File: src/shared/instr_timing_pkg.sv
package instr_timing_pkg;

  // cycle and byte counts used by the timing table
  localparam logic [3:0] CYC_1 = 4'h1;
  localparam logic [3:0] CYC_2 = 4'h2;
  localparam logic [3:0] CYC_3 = 4'h3;
  localparam logic [3:0] CYC_4 = 4'h4;
  localparam logic [3:0] CYC_5 = 4'h5;
  localparam logic [3:0] CYC_8 = 4'h8;
  localparam logic [1:0] LEN_1 = 2'h1;
  localparam logic [1:0] LEN_2 = 2'h2;
  localparam logic [1:0] LEN_3 = 2'h3;

  // flag update mask field positions
  localparam int FLAG_CY_POS = 2;
  localparam int FLAG_AC_POS = 1;
  localparam int FLAG_OV_POS = 0;
  localparam logic [2:0] FLAGS_NONE  = 3'h0;
  localparam logic [2:0] FLAGS_ARITH = 3'h7;
  localparam logic [2:0] FLAGS_CARRY = 3'h4;
  localparam logic [2:0] FLAGS_MULDIV = 3'h5;

  // operand address: bit 7 splits low ram from the upper half
  localparam int ADDR_UPPER_POS = 7;

  // sequencer states
  typedef enum logic [0:0] {
    SEQ_IDLE = 1'b0,
    SEQ_EXEC = 1'b1
  } seq_state_t;

  // operand addressing form
  typedef enum logic [2:0] {
    MODE_NONE = 3'b000,
    MODE_REG  = 3'b001,
    MODE_DIR  = 3'b010,
    MODE_IND  = 3'b011,
    MODE_IMM  = 3'b100
  } op_mode_t;

  // complete state of the timing core
  typedef struct packed {
    seq_state_t  state;
    logic [3:0]  remain;
    logic [3:0]  base;
    logic [1:0]  len;
    logic        cond;
    logic        rel;
    logic        ext;
    logic        ext_wr;
    logic        code;
    op_mode_t    mode;
    logic [2:0]  flags;
    logic        extended;
    logic        started;
    logic [3:0]  elapsed;
    logic [15:0] pc;
    logic [15:0] target;
    logic        taken;
    logic        dir_sfr;
    logic        ind_upper;
    logic        ext_flash;
    logic        ext_onchip_expansion_ram;
  } core_state_t;

  localparam core_state_t STATE_RESET = '0;

endpackage

File: src/opcode_timing_table.sv
`timescale 1ns/1ps
module opcode_timing_table (
  input  wire logic [7:0]                 opcode_in,
  output logic [1:0]                      len_out,
  output logic [3:0]                      cycles_out,
  output logic                            cond_out,
  output logic                            rel_out,
  output logic                            ext_out,
  output logic                            ext_wr_out,
  output logic                            code_out,
  output instr_timing_pkg::op_mode_t      mode_out,
  output logic [2:0]                      flags_out
);
  logic [3:0] hi;
  logic [3:0] lo;

  assign hi = opcode_in[7:4];
  assign lo = opcode_in[3:0];

  // bytes, untaken cycles and operand form per opcode column
  always_comb begin
    len_out    = instr_timing_pkg::LEN_1;
    cycles_out = instr_timing_pkg::CYC_1;
    cond_out   = 1'b0;
    rel_out    = 1'b0;
    ext_out    = 1'b0;
    ext_wr_out = 1'b0;
    code_out   = 1'b0;
    mode_out   = instr_timing_pkg::MODE_NONE;
    flags_out  = instr_timing_pkg::FLAGS_NONE;
    if (lo[3]) begin
      mode_out = instr_timing_pkg::MODE_REG;
      case (hi)
        4'h7, 4'h8, 4'hA: begin  // bank register with direct or immediate [RL18]
          len_out    = instr_timing_pkg::LEN_2;
          cycles_out = instr_timing_pkg::CYC_2;
        end
        4'hB: begin
          len_out    = instr_timing_pkg::LEN_3;
          cycles_out = instr_timing_pkg::CYC_3;
          cond_out   = 1'b1;
          rel_out    = 1'b1;
        end
        4'hD: begin
          len_out    = instr_timing_pkg::LEN_2;
          cycles_out = instr_timing_pkg::CYC_2;
          cond_out   = 1'b1;
          rel_out    = 1'b1;
        end
        default: ;  // one byte, one cycle [RL6] [RL17]
      endcase
    end else if (lo[3:1] == 3'h3) begin
      mode_out   = instr_timing_pkg::MODE_IND;
      cycles_out = instr_timing_pkg::CYC_2;  // indirect ram costs a cycle [RL8] [RL16]
      case (hi)
        4'h7, 4'h8, 4'hA: len_out = instr_timing_pkg::LEN_2;  // [RL15]
        4'hB: begin
          len_out    = instr_timing_pkg::LEN_3;
          cycles_out = instr_timing_pkg::CYC_4;
          cond_out   = 1'b1;
          rel_out    = 1'b1;
        end
        default: ;
      endcase
    end else if (lo == 4'h5) begin
      mode_out   = instr_timing_pkg::MODE_DIR;
      len_out    = instr_timing_pkg::LEN_2;
      cycles_out = instr_timing_pkg::CYC_2;  // [RL17]
      case (hi)
        4'h7, 4'h8: begin  // direct target with immediate or direct source [RL10]
          len_out    = instr_timing_pkg::LEN_3;
          cycles_out = instr_timing_pkg::CYC_3;
        end
        4'hA: begin  // spare opcode behaves as a no-op
          mode_out   = instr_timing_pkg::MODE_NONE;
          len_out    = instr_timing_pkg::LEN_1;
          cycles_out = instr_timing_pkg::CYC_1;
        end
        4'hB, 4'hD: begin
          len_out    = instr_timing_pkg::LEN_3;
          cycles_out = instr_timing_pkg::CYC_3;
          cond_out   = 1'b1;
          rel_out    = 1'b1;
        end
        default: ;
      endcase
    end else if (lo == 4'h4) begin
      case (hi)
        4'h0, 4'h1, 4'hC, 4'hD, 4'hE, 4'hF: ;  // accumulator only [RL9]
        4'h8: cycles_out = instr_timing_pkg::CYC_8;
        4'hA: cycles_out = instr_timing_pkg::CYC_4;
        4'hB: begin
          mode_out   = instr_timing_pkg::MODE_IMM;
          len_out    = instr_timing_pkg::LEN_3;
          cycles_out = instr_timing_pkg::CYC_3;
          cond_out   = 1'b1;
          rel_out    = 1'b1;
        end
        default: begin  // immediate operand [RL6]
          mode_out   = instr_timing_pkg::MODE_IMM;
          len_out    = instr_timing_pkg::LEN_2;
          cycles_out = instr_timing_pkg::CYC_2;
        end
      endcase
    end else if (lo == 4'h1) begin
      len_out    = instr_timing_pkg::LEN_2;
      cycles_out = instr_timing_pkg::CYC_3;
    end else begin
      case (opcode_in)
        8'h10, 8'h20, 8'h30: begin
          len_out    = instr_timing_pkg::LEN_3;
          cycles_out = instr_timing_pkg::CYC_3;
          cond_out   = 1'b1;
          rel_out    = 1'b1;
        end
        8'h40, 8'h50, 8'h60, 8'h70: begin
          len_out    = instr_timing_pkg::LEN_2;
          cycles_out = instr_timing_pkg::CYC_2;
          cond_out   = 1'b1;
          rel_out    = 1'b1;
        end
        8'h80: begin
          len_out    = instr_timing_pkg::LEN_2;
          cycles_out = instr_timing_pkg::CYC_3;
          rel_out    = 1'b1;
        end
        8'h02, 8'h12: begin
          len_out    = instr_timing_pkg::LEN_3;
          cycles_out = instr_timing_pkg::CYC_4;
        end
        8'h22, 8'h32: cycles_out = instr_timing_pkg::CYC_5;
        8'h90, 8'h43, 8'h53, 8'h63: begin  // pointer load, logic into direct [RL7] [RL11]
          len_out    = instr_timing_pkg::LEN_3;
          cycles_out = instr_timing_pkg::CYC_3;
        end
        8'h73: cycles_out = instr_timing_pkg::CYC_3;
        8'h83, 8'h93: begin  // code byte move [RL12]
          cycles_out = instr_timing_pkg::CYC_3;
          code_out   = 1'b1;
        end
        8'hE0, 8'hE2, 8'hE3, 8'hF0, 8'hF2, 8'hF3: begin  // external data move [RL13]
          cycles_out = instr_timing_pkg::CYC_3;
          ext_out    = 1'b1;
          ext_wr_out = hi[0];
        end
        8'h00, 8'h03, 8'h13, 8'h23, 8'h33, 8'hA3, 8'hB3, 8'hC3, 8'hD3: ;  // [RL9]
        default: begin  // direct byte or bit forms, push and pop [RL14]
          len_out    = instr_timing_pkg::LEN_2;
          cycles_out = instr_timing_pkg::CYC_2;
        end
      endcase
    end
    // flags touched, as in the classic set [RL1]
    if ((hi == 4'h2 || hi == 4'h3 || hi == 4'h9) && (lo >= 4'h4)) begin
      flags_out = instr_timing_pkg::FLAGS_ARITH;
    end else if (opcode_in == 8'h84 || opcode_in == 8'hA4) begin
      flags_out = instr_timing_pkg::FLAGS_MULDIV;
    end else if (hi == 4'hB && lo >= 4'h4) begin
      flags_out = instr_timing_pkg::FLAGS_CARRY;
    end else begin
      case (opcode_in)
        8'h13, 8'h33, 8'hD4, 8'hB3, 8'hC3, 8'hD3, 8'h72, 8'h82, 8'hA0, 8'hB0, 8'hA2:
          flags_out = instr_timing_pkg::FLAGS_CARRY;
        default: ;
      endcase
    end
  end

endmodule

File: src/instr_timing_core.sv
`timescale 1ns/1ps
// Notes on behaviour
// RL1: every opcode keeps the classic operation, addressing form and flag effects.
// RL2: timing is counted in plain system clocks, never in machine cycles.
// RL3: most instructions take as many clocks as they have bytes.
// RL4: a conditional branch not taken finishes one clock sooner than taken.
// RL5: external data move reaches only on-chip expansion ram or flash space.
// RL6: add, add with carry, subtract with borrow: reg 1/1, dir/imm 2/2, ind 1/2.
// RL7: logic op of immediate into direct byte is 3 bytes, 3 clocks.
// RL8: logic op into accumulator from indirect ram is 1 byte, 2 clocks.
// RL9: clear, complement, rotates and nibble swap of accumulator: 1 byte, 1 clock.
// RL10: direct to direct move is 3 bytes, 3 clocks.
// RL11: data pointer load with 16-bit constant is 3 bytes, 3 clocks.
// RL12: code byte move via data pointer or program counter: 1 byte, 3 clocks.
// RL13: all four external data moves are 1 byte, 3 clocks.
// RL14: push and pop of a direct byte are 2 bytes, 2 clocks each.
// RL15: accumulator to indirect 1/2; direct or immediate to indirect 2/2.
// RL16: low nibble exchange with indirect ram is 1 byte, 2 clocks.
// RL17: exchange with direct byte 2/2, with bank register 1/1.
// RL18: bank register to direct or direct to bank register: 2 bytes, 2 clocks.
// RL19: direct address 0x00-0x7f is data ram, 0x80-0xff is function registers.
// RL20: branch offset is signed 8 bits, relative to the following instruction.
// RL21: indirect above 0x7f reaches upper ram; direct there reaches registers.
// RL22: clock count runs from opcode fetch to the next opcode fetch.
module instr_timing_core (
  input  wire logic                       core_clk_in,
  input  wire logic                       rst_in,
  input  wire logic                       fetch_valid_in,
  input  wire logic [7:0]                 opcode_in,
  input  wire logic [15:0]                opcode_addr_in,
  input  wire logic                       cond_true_in,
  input  wire logic [7:0]                 rel_in,
  input  wire logic [7:0]                 direct_addr_in,
  input  wire logic [7:0]                 indirect_addr_in,
  input  wire logic                       flash_select_in,
  output logic                            ready_out,
  output logic [1:0]                      len_out,
  output logic [3:0]                      cycles_out,
  output logic [3:0]                      elapsed_out,
  output instr_timing_pkg::op_mode_t      mode_out,
  output logic [2:0]                      flag_mask_out,
  output logic                            code_move_out,
  output logic                            branch_taken_out,
  output logic [15:0]                     branch_target_out,
  output logic                            direct_sfr_out,
  output logic                            direct_ram_out,
  output logic                            indirect_upper_out,
  output logic                            ext_flash_out,
  output logic                            ext_onchip_expansion_ram_out,
  output logic                            ext_write_out
);
  instr_timing_pkg::core_state_t st_reg;
  instr_timing_pkg::core_state_t st_next;

  logic [1:0]                 dec_len;
  logic [3:0]                 dec_cycles;
  logic                       dec_cond;
  logic                       dec_rel;
  logic                       dec_ext;
  logic                       dec_ext_wr;
  logic                       dec_code;
  instr_timing_pkg::op_mode_t dec_mode;
  logic [2:0]                 dec_flags;
  logic                       accept;
  logic                       decide;
  logic [15:0]                rel_target;

  // opcode lookup, one table shared by all columns
  opcode_timing_table u_table (
    .opcode_in  (opcode_in),
    .len_out    (dec_len),
    .cycles_out (dec_cycles),
    .cond_out   (dec_cond),
    .rel_out    (dec_rel),
    .ext_out    (dec_ext),
    .ext_wr_out (dec_ext_wr),
    .code_out   (dec_code),
    .mode_out   (dec_mode),
    .flags_out  (dec_flags)
  );

  // handshake: an opcode is taken only between instructions
  assign ready_out = (st_reg.state == instr_timing_pkg::SEQ_IDLE);
  assign accept    = fetch_valid_in && ready_out;

  // last untaken cycle of a relative branch decides the outcome
  assign decide = (st_reg.state == instr_timing_pkg::SEQ_EXEC) && st_reg.rel &&
                  (st_reg.remain == instr_timing_pkg::CYC_1) && !st_reg.extended;

  // target counts from the byte after the branch [RL20]
  assign rel_target = st_reg.pc + {14'h0000, st_reg.len} + {{8{rel_in[7]}}, rel_in};

  // next state of the sequencer and the address steering
  always_comb begin
    st_next       = st_reg;
    st_next.taken = 1'b0;
    // operand space: direct above 0x7f is a function register [RL19] [RL21]
    st_next.dir_sfr   = direct_addr_in[instr_timing_pkg::ADDR_UPPER_POS];
    // indirect above 0x7f stays in ram, upper half [RL21]
    st_next.ind_upper = indirect_addr_in[instr_timing_pkg::ADDR_UPPER_POS];
    // external move steers to flash or expansion ram, nothing off chip [RL5]
    st_next.ext_flash = 1'b0;
    st_next.ext_onchip_expansion_ram  = 1'b0;
    case (st_reg.state)
      instr_timing_pkg::SEQ_IDLE: begin
        if (accept) begin
          // latch decode; the fetch cycle is the first clock [RL2] [RL22]
          st_next.base     = dec_cycles;
          st_next.len      = dec_len;
          st_next.cond     = dec_cond;
          st_next.rel      = dec_rel;
          st_next.ext      = dec_ext;
          st_next.ext_wr   = dec_ext_wr;
          st_next.code     = dec_code;
          st_next.mode     = dec_mode;
          st_next.flags    = dec_flags;
          st_next.pc       = opcode_addr_in;
          st_next.extended = 1'b0;
          st_next.started  = 1'b1;
          st_next.elapsed  = instr_timing_pkg::CYC_1;
          st_next.remain   = dec_cycles - instr_timing_pkg::CYC_1;
          // bytes equal clocks for most opcodes through the pipeline [RL3]
          if (dec_cycles != instr_timing_pkg::CYC_1) begin
            st_next.state = instr_timing_pkg::SEQ_EXEC;
          end
          if (dec_ext && dec_cycles != instr_timing_pkg::CYC_1) begin
            st_next.ext_flash = flash_select_in;  // [RL5]
            st_next.ext_onchip_expansion_ram  = !flash_select_in;  // [RL5]
          end
        end
      end
      instr_timing_pkg::SEQ_EXEC: begin
        st_next.elapsed = st_reg.elapsed + instr_timing_pkg::CYC_1;
        if (st_reg.ext) begin
          st_next.ext_flash = flash_select_in;
          st_next.ext_onchip_expansion_ram  = !flash_select_in;
        end
        if (decide) begin
          st_next.target = rel_target;  // [RL20]
        end
        if (decide && st_reg.cond && cond_true_in) begin
          // taken branch holds one more clock [RL4]
          st_next.extended = 1'b1;
          st_next.taken    = 1'b1;
        end else begin
          st_next.taken  = decide && !st_reg.cond;
          st_next.remain = st_reg.remain - instr_timing_pkg::CYC_1;
          if (st_reg.remain == instr_timing_pkg::CYC_1) begin
            st_next.state     = instr_timing_pkg::SEQ_IDLE;  // [RL4] [RL22]
            st_next.ext_flash = 1'b0;
            st_next.ext_onchip_expansion_ram  = 1'b0;
          end
        end
      end
      default: st_next = instr_timing_pkg::STATE_RESET;
    endcase
  end

  // state register
  always_ff @(posedge core_clk_in or posedge rst_in) begin
    if (rst_in) begin
      st_reg <= instr_timing_pkg::STATE_RESET;
    end else begin
      st_reg <= st_next;
    end
  end

  // outputs straight from the state flops
  assign len_out            = st_reg.len;
  assign cycles_out         = st_reg.base;
  assign elapsed_out        = st_reg.elapsed;
  assign mode_out           = st_reg.mode;
  assign flag_mask_out      = st_reg.flags;  // [RL1]
  assign code_move_out      = st_reg.code;
  assign branch_taken_out   = st_reg.taken;
  assign branch_target_out  = st_reg.target;
  assign direct_sfr_out     = st_reg.dir_sfr;
  assign direct_ram_out     = !st_reg.dir_sfr;
  assign indirect_upper_out = st_reg.ind_upper;
  assign ext_flash_out      = st_reg.ext_flash;
  assign ext_onchip_expansion_ram_out       = st_reg.ext_onchip_expansion_ram;
  assign ext_write_out      = st_reg.ext_wr;
endmodule

File: config.mk
export PLATFORM = sky130hd
export DESIGN_NAME = instr_timing_core
export DESIGN_NICKNAME = d
export VERILOG_FILES = /design/src/shared/instr_timing_pkg.sv /design/src/opcode_timing_table.sv /design/src/instr_timing_core.sv
export SDC_FILE = /design/constraint.sdc
export NUM_CORES = 1
export LEC_CHECK = 0
export BUFFER_PORTS_ARGS = -buffer_cell sky130_fd_sc_hd__buf_2
export CORE_UTILIZATION = 40
export CTS_BUF_LIST = sky130_fd_sc_hd__clkbuf_2 sky130_fd_sc_hd__clkbuf_4 sky130_fd_sc_hd__clkbuf_8
export DETAILED_ROUTE_END_ITERATION = 6
export PLACE_DENSITY_LB_ADDON = 0.1
export SLEW_MARGIN = 30
export SYNTH_ARGS = -nofsm -noshare
export SYNTH_HDL_FRONTEND = slang
export SYNTH_SLANG_ARGS = --single-unit
File: constraint.sdc
create_clock -name core_clk_in -period 4.85 [get_ports core_clk_in]
set_clock_uncertainty 0.05 [all_clocks]
set_input_delay 0.485 -clock core_clk_in [delete_from_list [all_inputs] [get_ports core_clk_in]]
set_output_delay 0.485 -clock core_clk_in [all_outputs]
set_load 0.01 [all_outputs]
==> metrics.cfg <==
[outcome]
run_status = finished clean

[sta]
tightest_slew_ns = 0.825
fmaxAchievable_ghz = 0.354
finalCritPeriodShare = 0.583
slew_headroom = 0.450
min_period_ns = 2.83
setup_violations = 0
finalHoldViolations = 0
setup-tns-final_ns = 0
finalMaxSlewViolations = 0
grt_setup_unrepaired = false

[route]
drtIter0Drc = 196
drt_first_pass_iters = 4
avgRoutedWirePerCell_um = 14.7
drc = 0
wirelength_um = 9970
vias = 3577
postRouteAntennaNets = 0
viasPerCell = 5.26

[clocking]
cts_setup_buffers = 0
hold_buffers = 0
path_clk_slew_ns = 0.07
tritoncts = yes
postCtsResizedCells = 0
clock-root-buffer = clkbuf_8
cts_sinks = 64
insertion_delay_ns = 0.34
htreeDepth = 3
numCtsBuffers = 9
cts_buffer_depth = 2

[global_routing]
antenna_found_initial = 0
grt_pass1_wl_um = 16800
track_usage = 0.189
grt_overflow = 0
grt_pass1_vias = 3586
grt_max_degree = 65

[worst_setup_path]
crit_top_cell = fa_1
critical_path_class = reg -> reg
required_ns = 5.05
slowest_stage = fa_1
crit_buf_inv = 1
max_stage_delay_ns = 0.52
critPathTopFamily = adder cells
critPathCaptureType = flip-flop
path_cells = fa_1, ha_1, inv_1, fa_1, nor2b_1, o31a_1, o21ai_2, a21boi_0, nor3_1, o31ai_1
cp_max_fo = 4
critPathLaunchType = flip-flop
arrival_ns = 3.02

[synthesis]
syn_avg_cell_area_um2 = 8.67
syn-num-nets = 589
async_reset_ff_frac = 1.00
synthCells = 501
synth_seq_cells = 64
ys_seq_area_frac = 0.369
synth-edff-count = 0
yosys_warnings = 0
synthFlopType = dfrtp_1
syn-cell-area_um2 = 4340
synth_cell_types = 68

[cells_and_area]
multi_input_area_um2 = 2330
layout-area-overhead-vs-synth_pct = 11.2
diodes = 0
fillCellCount = 1055
finalNetCount = 627
stdcell_count = 680
layout.area.seq_um2 = 1600
final_common_cell = nand2_1
drive_above_1_share = 0.210
largest_register_ff_count = 25
layout_common_cells = nand2_1, buf_2, dfrtp_1, o21ai_0, ha_1

[place]
dpl.cell_count = 664
portBuffers = 79
gp_congestion = 0.890
dp_hpwl_um = 7050

[pwr]
leakage_uw = 0.00234
powerDensity_nw_per_um2 = 565
ir_worst_vdd_mv = 0.206

[floorplan]
coreArea_um2 = 10400
die_w_um = 106
die-area_um2 = 11300
start_util = 0.417
die_h_um = 106
rows = 37
io_pins = 94

[hold_path]
hold_class = in -> reg

[flow_run]
max_cap_viol_count = 0

through the flow:
step                total power [µW]  area, µm²  hold slack [ns]  worst slack, ns  utilization
global route                    3000       4830            0.166             1.80        0.463
global placement                2150       4580            0.395             1.91        0.440
finish                          2730       4830            0.197             2.02        0.463
floorplan                       1970       4340            0.390             2.18            -
detailed placement              2180       4580            0.403             1.87        0.440
CTS                             2760       4830            0.171             2.02        0.463
layer usage:
layer / vias up / track usage / wire length [µm]
li1: 1813 / - / -
met5: - / 0 / 0
met1: 1658 / 0.242 / 4560
met3: 11 / 0.0405 / 438
met4: 0 / 0.0804 / 182
met2: 95 / 0.306 / 4790
synthesized netlist by cell type, types with 4 or more instances:
master / count / area (µm²)
nand2_1: 95 / 357
a31oi_1: 6 / 37.5
a21o_1: 5 / 37.5
dfrtp_1: 64 / 1600
o21ai_0: 32 / 160
a21oi_1: 26 / 130
nor3b_1: 5 / 37.5
xor2_1: 7 / 61.3
mux2i_1: 4 / 40.0
inv_1: 14 / 52.6
nand3_1: 7 / 35.0
ha_1: 32 / 400
nor3_1: 15 / 75.1
clkbuf_1: 10 / 37.5
buf_2: 9 / 45.0
buf_4: 32 / 240
nor4_1: 6 / 37.5
o31ai_1: 4 / 30.0
a211oi_1: 6 / 45.0
nor2b_1: 10 / 62.6
xnor2_1: 5 / 43.8
nand2b_1: 8 / 50.1
nor2_1: 31 / 116
where the power goes:
part / switching, µW / total [µW] / internal (µW) / leakage (µW)
Combinational: 720 / 1270 / 546 / 0.00142
Sequential: 150 / 898 / 748 / 0.000796
Clock: 224 / 566 / 342 / 0.000119
final timing paths:
kind / cells after the start / from / slack [ns] / to
setup / recovery: 10 / len_out[1]$_DFFE_PP0P_ / 2.02 / branch_target_out[11]$_DFFE_PP0P_
hold / removal: 1 / indirect_addr_in[7] / 0.20 / indirect_upper_out$_DFF_PP0_
setup reg to reg: 10 / len_out[1]$_DFFE_PP0P_ / 2.02 / branch_target_out[11]$_DFFE_PP0P_
hold reg to reg: 2 / branch_target_out[9]$_DFFE_PP0P_ / 0.41 / branch_target_out[9]$_DFFE_PP0P_
max in group asynchronous: 3 / rst_in / 3.88 / st_reg[32]$_DFFE_PP0P_
min in group asynchronous: 3 / rst_in / 0.32 / branch_target_out[15]$_DFFE_PP0P_
area by class of cell:
class,instances,area share
Sequential cell,64,0.332
Inverter,15,0.0117
Multi-Input combinational cell,366,0.483
Clock inverter,7,0.0249
Clock buffer,9,0.0257
Tap cell,136,0.0353
Timing Repair Buffer,83,0.0881
worst reg2reg max path, stage by stage, from the launching register on:
cell	delay [ns]
dfrtp_1	0.43
fa_1	0.52
ha_1	0.19
inv_1	0.06
fa_1	0.40
nor2b_1	0.16
o31a_1	0.24
o21ai_2	0.13
a21boi_0	0.26
nor3_1	0.08
o31ai_1	0.22
kinds of logic after synthesis:
| logic type | synth area share |
|---|---|
| adders and majority gates | 0.106 |
| and+or+nand+nor | 0.213 |
| muxes | 0.0118 |
| AOI/OAI and AO/OA | 0.181 |
| xor gates and xnor gates | 0.0242 |
| DFF | 0.369 |
| buffers and inverters | 0.0951 |
Power figures use the tool's default switching activity.
